### config.mk
export PLATFORM = sky130hd
export DESIGN_NAME = aic_regs
export DESIGN_NICKNAME = d
export VERILOG_FILES = /design/src/hw/aic_pkg.sv /design/src/hw/aic_bus_slave.sv /design/src/hw/aic_acc_decode.sv /design/src/hw/aic_regs.sv
export SDC_FILE = /design/constraint.sdc
export NUM_CORES = 1
export LEC_CHECK = 0
export ABC_AREA = 1
export BUFFER_PORTS_ARGS = -buffer_cell sky130_fd_sc_hd__buf_2
export CAP_MARGIN = 20
export CORE_ASPECT_RATIO = 1.1
export CORE_MARGIN = 3
export CORE_UTILIZATION = 46
export CTS_BUF_LIST = sky130_fd_sc_hd__clkbuf_4 sky130_fd_sc_hd__clkbuf_8 sky130_fd_sc_hd__clkbuf_16
export DETAILED_ROUTE_END_ITERATION = 10
export PLACE_DENSITY = 0.76
export SYNTH_ARGS = -nofsm -noshare
export SYNTH_HDL_FRONTEND = slang
export SYNTH_SLANG_ARGS = --single-unit
### constraint.sdc
create_clock -name clock_in -period 1.6 [get_ports clock_in]
set_clock_uncertainty 0.2 [all_clocks]
set_input_delay 0.08 -clock clock_in [delete_from_list [all_inputs] [get_ports clock_in]]
set_output_delay 0.08 -clock clock_in [all_outputs]
set_load 0.01 [all_outputs]
### src/hw/aic_pkg.sv
// Package for the analog input control register bank.
// Assumes a 32-bit Avalon-MM slave with byte addresses, one word per
// register, and byte address equal to four times the register index.
package aic_pkg;
  // Bus geometry
  localparam int AIC_ADDR_W = 16;
  localparam int AIC_DATA_W = 32;
  localparam int AIC_IDX_W = 14;
  localparam int AIC_IDX_LSB = 2;
  localparam logic [1:0] AIC_WORD_ALIGN = 2'h0;

  // Register indices, byte address is four times the index
  localparam logic [13:0] IDX_OFFSET_CAL = 14'h0701;
  localparam logic [13:0] IDX_ACC_RESET = 14'h073B;
  localparam logic [13:0] IDX_REF_SELECT = 14'h18A6;
  localparam logic [13:0] IDX_CM_BUFFER = 14'h18E3;
  localparam logic [13:0] IDX_DIODE_EXPORT = 14'h18E6;
  localparam logic [13:0] IDX_COUPLING = 14'h1908;
  localparam logic [13:0] IDX_FULL_SCALE = 14'h1910;
  localparam logic [13:0] IDX_SETTINGS_STATUS = 14'h1920;

  // Reset values
  localparam logic [7:0] RST_OFFSET_CAL = 8'h06;
  localparam logic [7:0] RST_ACC_RESET = 8'hB7;
  localparam logic [7:0] RST_REF_SELECT = 8'h00;
  localparam logic [7:0] RST_CM_BUFFER = 8'h00;
  localparam logic [7:0] RST_DIODE_EXPORT = 8'h00;
  localparam logic [7:0] RST_COUPLING = 8'h00;
  localparam logic [7:0] RST_FULL_SCALE = 8'h0D;

  // Writable bit masks, everything else is reserved and reads zero
  localparam logic [7:0] MSK_OFFSET_CAL = 8'hFF;
  localparam logic [7:0] MSK_ACC_RESET = 8'hFF;
  localparam logic [7:0] MSK_REF_SELECT = 8'h01;
  localparam logic [7:0] MSK_CM_BUFFER = 8'h7F;
  localparam logic [7:0] MSK_DIODE_EXPORT = 8'hFF;
  localparam logic [7:0] MSK_COUPLING = 8'h04;
  localparam logic [7:0] MSK_FULL_SCALE = 8'h0F;

  // Calibration and accumulator codes
  localparam logic [7:0] CAL_DISABLE = 8'h06;
  localparam logic [7:0] CAL_ENABLE = 8'h86;
  localparam logic [7:0] ACC_HOLD = 8'hB7;
  localparam logic [7:0] ACC_RUN_CAL_OFF = 8'h87;
  localparam logic [7:0] ACC_RUN_CAL_ON = 8'h37;

  // Field positions
  localparam int CM_EN_BIT = 6;
  localparam int CM_CODE_MSB = 5;
  localparam int DC_COUPLE_BIT = 2;
  localparam int REF_EXT_BIT = 0;
  localparam int FS_MSB = 3;
  localparam int DIODE_SRC_MSB = 7;
  localparam int DIODE_SRC_LSB = 4;
  localparam int DIODE_MODE_MSB = 1;

  // Diode source base codes, upper nibble of the export register
  localparam logic [3:0] DIODE_BASE_CENTRAL = 4'h0;
  localparam logic [3:0] DIODE_BASE_CHAN_A = 4'h4;
  localparam logic [3:0] DIODE_BASE_CHAN_B = 4'h5;

  // Decoded diode source
  typedef enum logic [1:0] {
    AIC_SRC_CENTRAL = 2'b00,
    AIC_SRC_CHAN_A = 2'b01,
    AIC_SRC_CHAN_B = 2'b10
  } aic_src_t;

  // Bus slave handshake states
  typedef enum logic {
    AIC_BUS_IDLE = 1'b0,
    AIC_BUS_ANSWER = 1'b1
  } aic_bus_state_t;

  // Full-scale codes that the front end supports
  localparam logic [3:0] FS_1V13 = 4'h8;
  localparam logic [3:0] FS_1V25 = 4'h9;
  localparam logic [3:0] FS_1V70 = 4'hD;
  localparam logic [3:0] FS_1V81 = 4'hE;
  localparam logic [3:0] FS_1V93 = 4'hF;
  localparam logic [3:0] FS_2V04 = 4'h0;

  // True when a byte address hits a given register index
  function automatic logic aic_hit(input logic [15:0] addr,
                                   input logic [13:0] idx);
    aic_hit = (addr[15:2] == idx) && (addr[1:0] == AIC_WORD_ALIGN);
  endfunction

  // True for the full-scale codes listed as supported
  function automatic logic aic_fs_ok(input logic [3:0] code);
    aic_fs_ok = (code == FS_1V13) || (code == FS_1V25) ||
                (code == FS_1V70) || (code == FS_1V81) ||
                (code == FS_1V93) || (code == FS_2V04);
  endfunction
endpackage

### src/hw/aic_bus_slave.sv
// Avalon-MM handshake for the register bank.
// Assumes the master holds read or write steady until waitrequest is low.
`timescale 1ns/100ps
module aic_bus_slave (
  input wire logic clock_in,
  input wire logic rst_in,
  input wire logic read_in,
  input wire logic write_in,
  output logic waitrequest_out,
  output logic sample_out,
  output logic commit_out
);
  import aic_pkg::*;

  aic_bus_state_t state_q; // One wait state per access
  logic req; // Any request pending

  assign req = read_in | write_in;

  // First cycle stalls so read data can come from a flip-flop
  always_ff @(posedge clock_in or posedge rst_in) begin
    if (rst_in) begin
      state_q <= AIC_BUS_IDLE;
    end else begin
      case (state_q)
        AIC_BUS_IDLE: begin
          if (req) begin
            state_q <= AIC_BUS_ANSWER;
          end
        end
        AIC_BUS_ANSWER: begin
          state_q <= AIC_BUS_IDLE;
        end
        default: begin
          state_q <= AIC_BUS_IDLE;
        end
      endcase
    end
  end

  // Handshake outputs are combinational by design
  assign waitrequest_out = req && (state_q == AIC_BUS_IDLE);
  assign sample_out = req && (state_q == AIC_BUS_IDLE);
  assign commit_out = req && (state_q == AIC_BUS_ANSWER);
endmodule

### src/hw/aic_acc_decode.sv
// Decoder for the calibration and accumulator reset codes.
// Purely combinational; the caller registers whatever it drives out.
`timescale 1ns/100ps
module aic_acc_decode (
  input wire logic [7:0] cal_code_in,
  input wire logic [7:0] acc_code_in,
  output logic cal_enable_out,
  output logic acc_hold_out,
  output logic code_ok_out,
  output logic pair_ok_out
);
  import aic_pkg::*;

  logic run_off; // Release code meant for calibration off
  logic run_on; // Release code meant for calibration on

  assign run_off = (acc_code_in == ACC_RUN_CAL_OFF);
  assign run_on = (acc_code_in == ACC_RUN_CAL_ON);
  assign cal_enable_out = (cal_code_in == CAL_ENABLE);
  // Only the two release codes let the accumulator run; an unknown
  // code keeps it held, which is the safe side
  assign acc_hold_out = !(run_off || run_on);
  assign code_ok_out = ((cal_code_in == CAL_ENABLE) ||
                        (cal_code_in == CAL_DISABLE)) &&
                       (run_off || run_on || (acc_code_in == ACC_HOLD));
  // Release code matches the calibration state
  assign pair_ok_out = cal_enable_out ? !run_off : !run_on;
endmodule

### src/hw/aic_regs.sv
// Register bank for reference and analog front end settings.
// Assumes one Avalon-MM master and one clock; outputs steer analog
// trims that sit outside this module.
//
// Behaviour
// - Calibration control resets 0x06; 0x86 enables
// - Accumulator reset register drives accumulator reset synchronously
// - Accumulator register resets 0xB7, holding reset
// - Writing 0x87 or 0x37 releases accumulator
// - Common-mode buffer: six-bit code plus enable bit
// - Diode export picks source and reference pin mode
// - Bit 2 selects dc or ac coupling
// - Full-scale field resets 0xD, accepts listed codes
`timescale 1ns/100ps
module aic_regs (
  input wire logic clock_in,
  input wire logic rst_in,
  input wire logic [aic_pkg::AIC_ADDR_W-1:0] address_in,
  input wire logic read_in,
  input wire logic write_in,
  input wire logic [aic_pkg::AIC_DATA_W-1:0] writedata_in,
  input wire logic [3:0] byteenable_in,
  output logic [aic_pkg::AIC_DATA_W-1:0] readdata_out,
  output logic waitrequest_out,
  output logic cal_enable_out,
  output logic acc_hold_out,
  output logic ext_ref_out,
  output logic cm_buf_en_out,
  output logic [5:0] cm_buf_code_out,
  output aic_pkg::aic_src_t diode_src_out,
  output logic [1:0] vref_pin_mode_out,
  output logic dc_coupled_out,
  output logic [3:0] full_scale_code_out
);
  import aic_pkg::*;

  // Stored register contents, reserved bits held at zero
  logic [7:0] cal_q, cal_d;
  logic [7:0] acc_q, acc_d;
  logic [7:0] ref_q, ref_d;
  logic [7:0] cm_q, cm_d;
  logic [7:0] diode_q, diode_d;
  logic [7:0] couple_q, couple_d;
  logic [7:0] fs_q, fs_d;

  // Bus handshake strobes
  logic sample; // First cycle of a request
  logic commit; // Cycle in which waitrequest is low
  logic wr_en; // Write takes effect at this edge
  logic [7:0] wbyte; // Low byte lane of write data

  // Decoded register selects
  logic sel_cal, sel_acc, sel_ref, sel_cm;
  logic sel_diode, sel_couple, sel_fs, sel_stat;

  // Decoder results from the next-state values
  logic cal_en_d; // Calibration enabled after this edge
  logic acc_hold_d; // Accumulator held after this edge
  logic code_ok_d; // Calibration codes are listed ones
  logic pair_ok_d; // Release code matches calibration state

  // Status bits shown in the status register
  logic diode_ok; // Diode export code is a listed one
  logic fs_ok; // Full-scale code is a listed one
  logic [7:0] stat_byte;
  logic code_ok_q, pair_ok_q;

  // Read data, one byte wide, upper bits always zero
  logic [7:0] rd_byte;
  logic [7:0] rdata_q;

  aic_bus_slave u_bus (
    .clock_in(clock_in),
    .rst_in(rst_in),
    .read_in(read_in),
    .write_in(write_in),
    .waitrequest_out(waitrequest_out),
    .sample_out(sample),
    .commit_out(commit)
  );

  // Register selects from the byte address
  always_comb begin
    sel_cal = aic_hit(address_in, IDX_OFFSET_CAL);
    sel_acc = aic_hit(address_in, IDX_ACC_RESET);
    sel_ref = aic_hit(address_in, IDX_REF_SELECT);
    sel_cm = aic_hit(address_in, IDX_CM_BUFFER);
    sel_diode = aic_hit(address_in, IDX_DIODE_EXPORT);
    sel_couple = aic_hit(address_in, IDX_COUPLING);
    sel_fs = aic_hit(address_in, IDX_FULL_SCALE);
    sel_stat = aic_hit(address_in, IDX_SETTINGS_STATUS);
  end

  // Only the low byte lane carries data; other lanes are ignored
  assign wr_en = commit && write_in && byteenable_in[0];
  assign wbyte = writedata_in[7:0];

  // Next values: masks drop reserved bits on write
  always_comb begin
    cal_d = cal_q;
    acc_d = acc_q;
    ref_d = ref_q;
    cm_d = cm_q;
    diode_d = diode_q;
    couple_d = couple_q;
    fs_d = fs_q;
    if (wr_en) begin
      if (sel_cal) begin
        cal_d = wbyte & MSK_OFFSET_CAL;
      end else if (sel_acc) begin
        acc_d = wbyte & MSK_ACC_RESET;
      end else if (sel_ref) begin
        ref_d = wbyte & MSK_REF_SELECT;
      end else if (sel_cm) begin
        cm_d = wbyte & MSK_CM_BUFFER;
      end else if (sel_diode) begin
        diode_d = wbyte & MSK_DIODE_EXPORT;
      end else if (sel_couple) begin
        couple_d = wbyte & MSK_COUPLING;
      end else if (sel_fs) begin
        fs_d = wbyte & MSK_FULL_SCALE;
      end
    end
  end

  // Calibration and accumulator registers with their reset codes
  always_ff @(posedge clock_in or posedge rst_in) begin
    if (rst_in) begin
      cal_q <= RST_OFFSET_CAL;
      acc_q <= RST_ACC_RESET;
    end else begin
      cal_q <= cal_d;
      acc_q <= acc_d;
    end
  end

  // Reference, buffer and diode export registers
  always_ff @(posedge clock_in or posedge rst_in) begin
    if (rst_in) begin
      ref_q <= RST_REF_SELECT;
      cm_q <= RST_CM_BUFFER;
      diode_q <= RST_DIODE_EXPORT;
    end else begin
      ref_q <= ref_d;
      cm_q <= cm_d;
      diode_q <= diode_d;
    end
  end

  // Input coupling and full-scale registers
  always_ff @(posedge clock_in or posedge rst_in) begin
    if (rst_in) begin
      couple_q <= RST_COUPLING;
      fs_q <= RST_FULL_SCALE;
    end else begin
      couple_q <= couple_d;
      fs_q <= fs_d;
    end
  end

  // Decode of the next calibration codes so outputs track the write
  aic_acc_decode u_dec (
    .cal_code_in(cal_d),
    .acc_code_in(acc_d),
    .cal_enable_out(cal_en_d),
    .acc_hold_out(acc_hold_d),
    .code_ok_out(code_ok_d),
    .pair_ok_out(pair_ok_d)
  );

  // Calibration enable and accumulator hold as flops; the hold is a
  // synchronous reset level for the accumulator, so no glitch escapes
  always_ff @(posedge clock_in or posedge rst_in) begin
    if (rst_in) begin
      cal_enable_out <= 1'b0;
      acc_hold_out <= 1'b1;
      code_ok_q <= 1'b1;
      pair_ok_q <= 1'b1;
    end else begin
      cal_enable_out <= cal_en_d;
      acc_hold_out <= acc_hold_d;
      code_ok_q <= code_ok_d;
      pair_ok_q <= pair_ok_d;
    end
  end

  // Front end settings driven straight from next values
  always_ff @(posedge clock_in or posedge rst_in) begin
    if (rst_in) begin
      ext_ref_out <= 1'b0;
      cm_buf_en_out <= 1'b0;
      cm_buf_code_out <= 6'h00;
      dc_coupled_out <= 1'b0;
      full_scale_code_out <= FS_1V70;
    end else begin
      ext_ref_out <= ref_d[REF_EXT_BIT];
      cm_buf_en_out <= cm_d[CM_EN_BIT];
      cm_buf_code_out <= cm_d[CM_CODE_MSB:0];
      dc_coupled_out <= couple_d[DC_COUPLE_BIT];
      full_scale_code_out <= fs_d[FS_MSB:0];
    end
  end

  // Diode source from the upper nibble; unlisted bases fall back to
  // the central diode so the pin never drives an undefined source
  always_ff @(posedge clock_in or posedge rst_in) begin
    if (rst_in) begin
      diode_src_out <= AIC_SRC_CENTRAL;
      vref_pin_mode_out <= 2'h0;
    end else begin
      vref_pin_mode_out <= diode_d[DIODE_MODE_MSB:0];
      if (diode_d[DIODE_SRC_MSB:DIODE_SRC_LSB] == DIODE_BASE_CHAN_A) begin
        diode_src_out <= AIC_SRC_CHAN_A;
      end else if (diode_d[DIODE_SRC_MSB:DIODE_SRC_LSB] ==
                   DIODE_BASE_CHAN_B) begin
        diode_src_out <= AIC_SRC_CHAN_B;
      end else begin
        diode_src_out <= AIC_SRC_CENTRAL;
      end
    end
  end

  // Listed-encoding checks shown to software
  assign diode_ok = (diode_q[3:2] == 2'h0) &&
                    ((diode_q[DIODE_SRC_MSB:DIODE_SRC_LSB] ==
                      DIODE_BASE_CENTRAL) ||
                     (diode_q[DIODE_SRC_MSB:DIODE_SRC_LSB] ==
                      DIODE_BASE_CHAN_A) ||
                     (diode_q[DIODE_SRC_MSB:DIODE_SRC_LSB] ==
                      DIODE_BASE_CHAN_B));
  assign fs_ok = aic_fs_ok(fs_q[FS_MSB:0]);
  assign stat_byte = {2'h0, pair_ok_q, code_ok_q, fs_ok, diode_ok,
                      acc_hold_out, cal_enable_out};

  // Read mux; unmapped addresses read zero
  always_comb begin
    rd_byte = 8'h00;
    if (sel_cal) begin
      rd_byte = cal_q;
    end else if (sel_acc) begin
      rd_byte = acc_q;
    end else if (sel_ref) begin
      rd_byte = ref_q;
    end else if (sel_cm) begin
      rd_byte = cm_q;
    end else if (sel_diode) begin
      rd_byte = diode_q;
    end else if (sel_couple) begin
      rd_byte = couple_q;
    end else if (sel_fs) begin
      rd_byte = fs_q;
    end else if (sel_stat) begin
      rd_byte = stat_byte;
    end
  end

  // Read data captured in the stall cycle, stands until the next read
  always_ff @(posedge clock_in or posedge rst_in) begin
    if (rst_in) begin
      rdata_q <= 8'h00;
    end else if (sample && read_in) begin
      rdata_q <= rd_byte;
    end
  end

  assign readdata_out = {24'h000000, rdata_q};

  // Checks on the write path to each output except ext_ref_out
  AST_CAL_ON: assert property (@(posedge clock_in) disable iff (rst_in)
    wr_en && sel_cal && (wbyte == CAL_ENABLE) |=> cal_enable_out)
    else $error("calibration not enabled by 0x86");

  AST_CAL_OFF: assert property (@(posedge clock_in)
    disable iff (rst_in)
    wr_en && sel_cal && (wbyte == CAL_DISABLE) |=> !cal_enable_out)
    else $error("calibration not disabled by 0x06");

  AST_ACC_HOLD: assert property (@(posedge clock_in)
    disable iff (rst_in)
    wr_en && sel_acc && (wbyte == ACC_HOLD) |=> acc_hold_out)
    else $error("accumulator not held by 0xB7");

  AST_ACC_RUN: assert property (@(posedge clock_in)
    disable iff (rst_in)
    wr_en && sel_acc &&
    ((wbyte == ACC_RUN_CAL_OFF) || (wbyte == ACC_RUN_CAL_ON))
    |=> !acc_hold_out)
    else $error("accumulator not released");

  AST_ACC_STABLE: assert property (@(posedge clock_in)
    disable iff (rst_in)
    !(wr_en && sel_acc) |=> $stable(acc_hold_out))
    else $error("accumulator reset moved without a write");

  AST_CM_WRITE: assert property (@(posedge clock_in)
    disable iff (rst_in)
    wr_en && sel_cm |=> (cm_buf_en_out == $past(wbyte[CM_EN_BIT])) &&
    (cm_buf_code_out == $past(wbyte[CM_CODE_MSB:0])))
    else $error("buffer setting does not follow write");

  AST_DIODE_B: assert property (@(posedge clock_in)
    disable iff (rst_in)
    wr_en && sel_diode && (wbyte[7:4] == DIODE_BASE_CHAN_B)
    |=> (diode_src_out == AIC_SRC_CHAN_B) &&
    (vref_pin_mode_out == $past(wbyte[1:0])))
    else $error("channel B diode export wrong");

  // Channel A base must steer the source, whatever the pin mode
  AST_DIODE_A: assert property (@(posedge clock_in)
    disable iff (rst_in)
    wr_en && sel_diode && (wbyte[7:4] == DIODE_BASE_CHAN_A)
    |=> diode_src_out == AIC_SRC_CHAN_A)
    else $error("channel A diode export wrong");

  AST_COUPLE: assert property (@(posedge clock_in) disable iff (rst_in)
    wr_en && sel_couple |=> dc_coupled_out == $past(wbyte[DC_COUPLE_BIT]))
    else $error("coupling bit does not follow write");

  AST_FS_WRITE: assert property (@(posedge clock_in)
    disable iff (rst_in)
    wr_en && sel_fs |=> full_scale_code_out == $past(wbyte[3:0]))
    else $error("full-scale code does not follow write");

  AST_RESERVED: assert property (@(posedge clock_in)
    disable iff (rst_in)
    commit && read_in && sel_couple
    |-> (readdata_out[7:3] == 5'h00) && (readdata_out[1:0] == 2'h0))
    else $error("reserved coupling bits read nonzero");

  AST_WAIT_ONE: assert property (@(posedge clock_in) disable iff (rst_in)
    $rose(read_in) |-> waitrequest_out ##1 !waitrequest_out)
    else $error("read not answered after one wait state");

  // Main scenarios
  CV_CAL_RUN: cover property (@(posedge clock_in) disable iff (rst_in)
    cal_enable_out && !acc_hold_out);
  CV_DIODE_A: cover property (@(posedge clock_in) disable iff (rst_in)
    diode_src_out == AIC_SRC_CHAN_A);
  CV_STAT_READ: cover property (@(posedge clock_in) disable iff (rst_in)
    commit && read_in && sel_stat);
  // Software puts the accumulator back into hold
  CV_ACC_REHOLD: cover property (@(posedge clock_in) disable iff (rst_in)
    wr_en && sel_acc && (wbyte == ACC_HOLD));
  // A write that is answered but lands nowhere
  CV_LANE_OFF: cover property (@(posedge clock_in) disable iff (rst_in)
    commit && write_in && !byteenable_in[0]);
endmodule

==> impl_results.md <==
* Required time of the critical path at about 1.7 ns
* DR vias at 3,464
* Routed vias/inst at roughly 5.2
* Pwr Density at 546 nW/µm²
* Hold Fails Final Rpt at 0
* Critical Path Stages at 13
* Crit path DAT at 1.86 ns
* Syn-to-layout area delta at 38.5%
* Largest net degree at the start of global routing at 53
* Post-layout nets at between 600 and 700
* Fill cells at approximately 560
* Sequential share of the synthesized area at 0.399
* Reg clk slew, reported paths at about 0.10 ns
* Hold depth at 5
* Die width at roughly 87 µm
* Critical Path Max Stage Delay at about 0.37 ns
* Failing checks: setup timing
* I/O Buffers at between 50 and 60
* Post-Layout Cell Count at 670
* Yosys reg bits at 52
* Clock root cell: clkbuf_8
* Post-route core utilization at 0.675
* Synth warn at 0
* Crit-path cells: nand3_2 -> inv_4 -> buf_8 -> nand3_4 -> nand2_2 -> nand2_2 -> inv_2 -> nand2_2 -> nor2_1 -> nand2_1 -> nand3_1 -> nand2_1 -> inv_1
* Status: finished with violations
* Fmax at around 560 MHz
* Placed cells at 642
* Syn Area/Cell at approximately 7.5 µm²
* Worst setup EP type: register
* RSZ-0062 raised after global routing: true
* H-tree Lvls at 2
* Final worst path period share at 1.12
* Die ar. at between 8000 and 9000 µm²
* Hold WS at between 0.1 and 0.15 ns
* Worst Reg-to-Reg Cells at 13
* Starting Density at 0.487
* Number of global-route vias before repair at between 3,000 and 4,000
* CP top delay family: simple AND/OR/NAND/NOR gates
* Hold Path Class: in2reg
* Setup violations, final at 14
* Worst slack, placed at -0.370 ns
* DP Wirelength at between 7000 and 8000 µm
* WL met3 at between 600 and 700 µm
* Leak at roughly 0.0024 µW
* Synth cell types at 34
* Kind of critical path: reg2reg
* First-pass GRT wire length at 16,100 µm
* GR Util All Layers at 0.253
* First drt pass iteration count at 5
* Cells after Synth at ~440
* Cts bufs inserted at 5
* CP Max Fanout at 8
* Max cap viols at 0
* I/O Pins at between 100 and 150
* M1 WL at around 4200 µm
* Worst setup margin at -0.196 ns
* Peak supply drop at about 0.45 mV
* Max stage delay cell, worst path: dfrtp_1
* Final global-route overflow total at 0
* CP Launch Type: register
* Antenna violations before repair at 0
* TritonCTS clock tree: yes
* Minimum clock period at ~1.8 ns
* Antenna-violating nets left at 0
* Initial DRC count at roughly 230
* Layout cells sized above 1 at 0.401
* Met2 wire len at 5220 µm
* CP most frequent cell: nand2_2
* Clock sink total at 52
* GP Congestion at between 0.9 and 1
* Cell row count at 31
* Clk buf depth at 2
* Clk Latency, worst-skew pair at slightly above 0.3 ns
* WL/cell at about 16 µm
* Die Y at 94.9 µm
* DRC at 0
* DR top layer: met4
* Core area at roughly 6800 µm²
* # diodes at 0
* Slew Viols, Final at 0
* Routed WL at just over 10,000 µm
* Synth Cell Area at around 3300 µm²
* CP Buf/Inv Count at 4
-- metal layers --
| metal | GRT usage | vias up |
|---|---|---|
| li1 | - | 1658 |
| met1 | 0.312 | 1641 |
| met2 | 0.448 | 143 |
| met3 | 0.0297 | 22 |
| met4 | 0.0961 | 0 |
| met5 | 0 | - |
-- tightest hold or removal path, delay by kind of cell --
family	cells	cell delay (ns)
AOI/OAI and AO/OA	1	0.15
buffers and inverters	1	0.15
and+or+nand+nor	3	0.21
-- per-stage QoR --
step           power, µW  area, µm²  setup TNS, ns
2_1_floorplan       1540       3400              0
3_3_place_gp        1690       4100          -6.97
3_5_place_dp        1690       4100          -7.20
4_1_cts             2480       4440         -0.934
5_1_grt             2590       4580          -3.07
6_report            2500       4580          -1.15
-- where the power goes --
part           internal (µW)  switching [µW]
clock                    343             447
sequential              1320            4.39
combinational            158             226
-- final cells by class --
type / count / area, µm² / share of cell area
Inverter: 61 / 231 / 0.0505
Timing Repair Buffer: 146 / 1070 / 0.234
Clock inverter: 1 / 5.00 / 0.00109
Multi-Input combinational cell: 321 / 1770 / 0.386
Sequential cell: 52 / 1320 / 0.288
Clock buffer: 7 / 83.8 / 0.0183
Tap cell: 82 / 103 / 0.0224
-- cells in the final DEF, fill, tap and decap left out, types with 2 or more instances in the layout --
cell,n
a21oi_1,6
buf_12,4
buf_2,56
buf_4,70
buf_6,3
clkbuf_4,2
clkbuf_8,5
conb_1,24
dfrtp_1,38
dfstp_2,14
dlygate4sd3_1,11
inv_1,47
inv_2,13
nand2_1,110
nand2_2,18
nand2_4,4
nand3_1,33
nand3_2,4
nand3_4,4
nand4_1,16
nand4_2,2
nor2_1,27
nor2_2,9
nor2_4,9
nor3_1,7
o21ai_0,18
o21ai_1,6
o21ai_2,4
o21ai_4,4
o22ai_1,4
-- kinds of logic after synthesis --
family	synth area share
and+or+nand+nor	0.379
buffers and inverters	0.146
DFF	0.399
AOI/OAI and AO/OA	0.0753
other	0.00113
-- registers in the layout, summed over array words and instances, names as in the netlist --
register             flops
code_ok_q                1
diode_q                  7
u_bus.state_q            1
acc_q                    8
cm_buf_code_out          5
cal_enable_out           1
vref_pin_mode_out        1
ref_q                    1
acc_hold_out             1
cm_q                     2
dc_coupled_out           1
cal_q                    8
pair_ok_q                1
rdata_q                  8
full_scale_code_out      4
diode_src_out            2
-- what timing repair did --
item | CTS | global route
endpoints found under the setup margin | 27 | 24
buffers inserted | 3 | 5
pin swaps | 11 | 12
hold buffers | 11 | 0
hold endpoints to repair | 84 | 0
cloned | 1 | 0
resized for setup | 30 | 24
-- synthesized netlist by cell type, drive strengths merged --
master / count / area, µm²
o22ai: 4 / 25.0
buf: 32 / 253
dfstp: 14 / 368
nand2: 133 / 529
conb: 1 / 3.75
nor3b: 1 / 12.5
a31oi: 1 / 6.26
nor4: 3 / 40.0
a21oi: 6 / 30.0
nand4: 18 / 125
nor3: 9 / 56.3
dfrtp: 38 / 951
o21ai: 32 / 179
o2111ai: 1 / 8.76
nand3: 41 / 230
nand3b: 1 / 7.51
and2b: 1 / 7.51
inv: 61 / 229
nor2: 45 / 239
or2: 1 / 6.26
-- final timing paths --
path / slack, ns / start / to
worst max-delay path: -0.20 / u_bus.state_q / code_ok_q
worst min-delay path: 0.13 / address_in[4] / dc_coupled_out
worst max register to register: -0.20 / u_bus.state_q / code_ok_q
worst min register to register: 0.30 / rdata_q[4] / rdata_q[4]
max in group asynchronous: 0.76 / rst_in / acc_q[5]
min in group asynchronous: 0.15 / rst_in / cm_buf_code_out[3]
No activity file was read; power rests on OpenSTA's default activity.
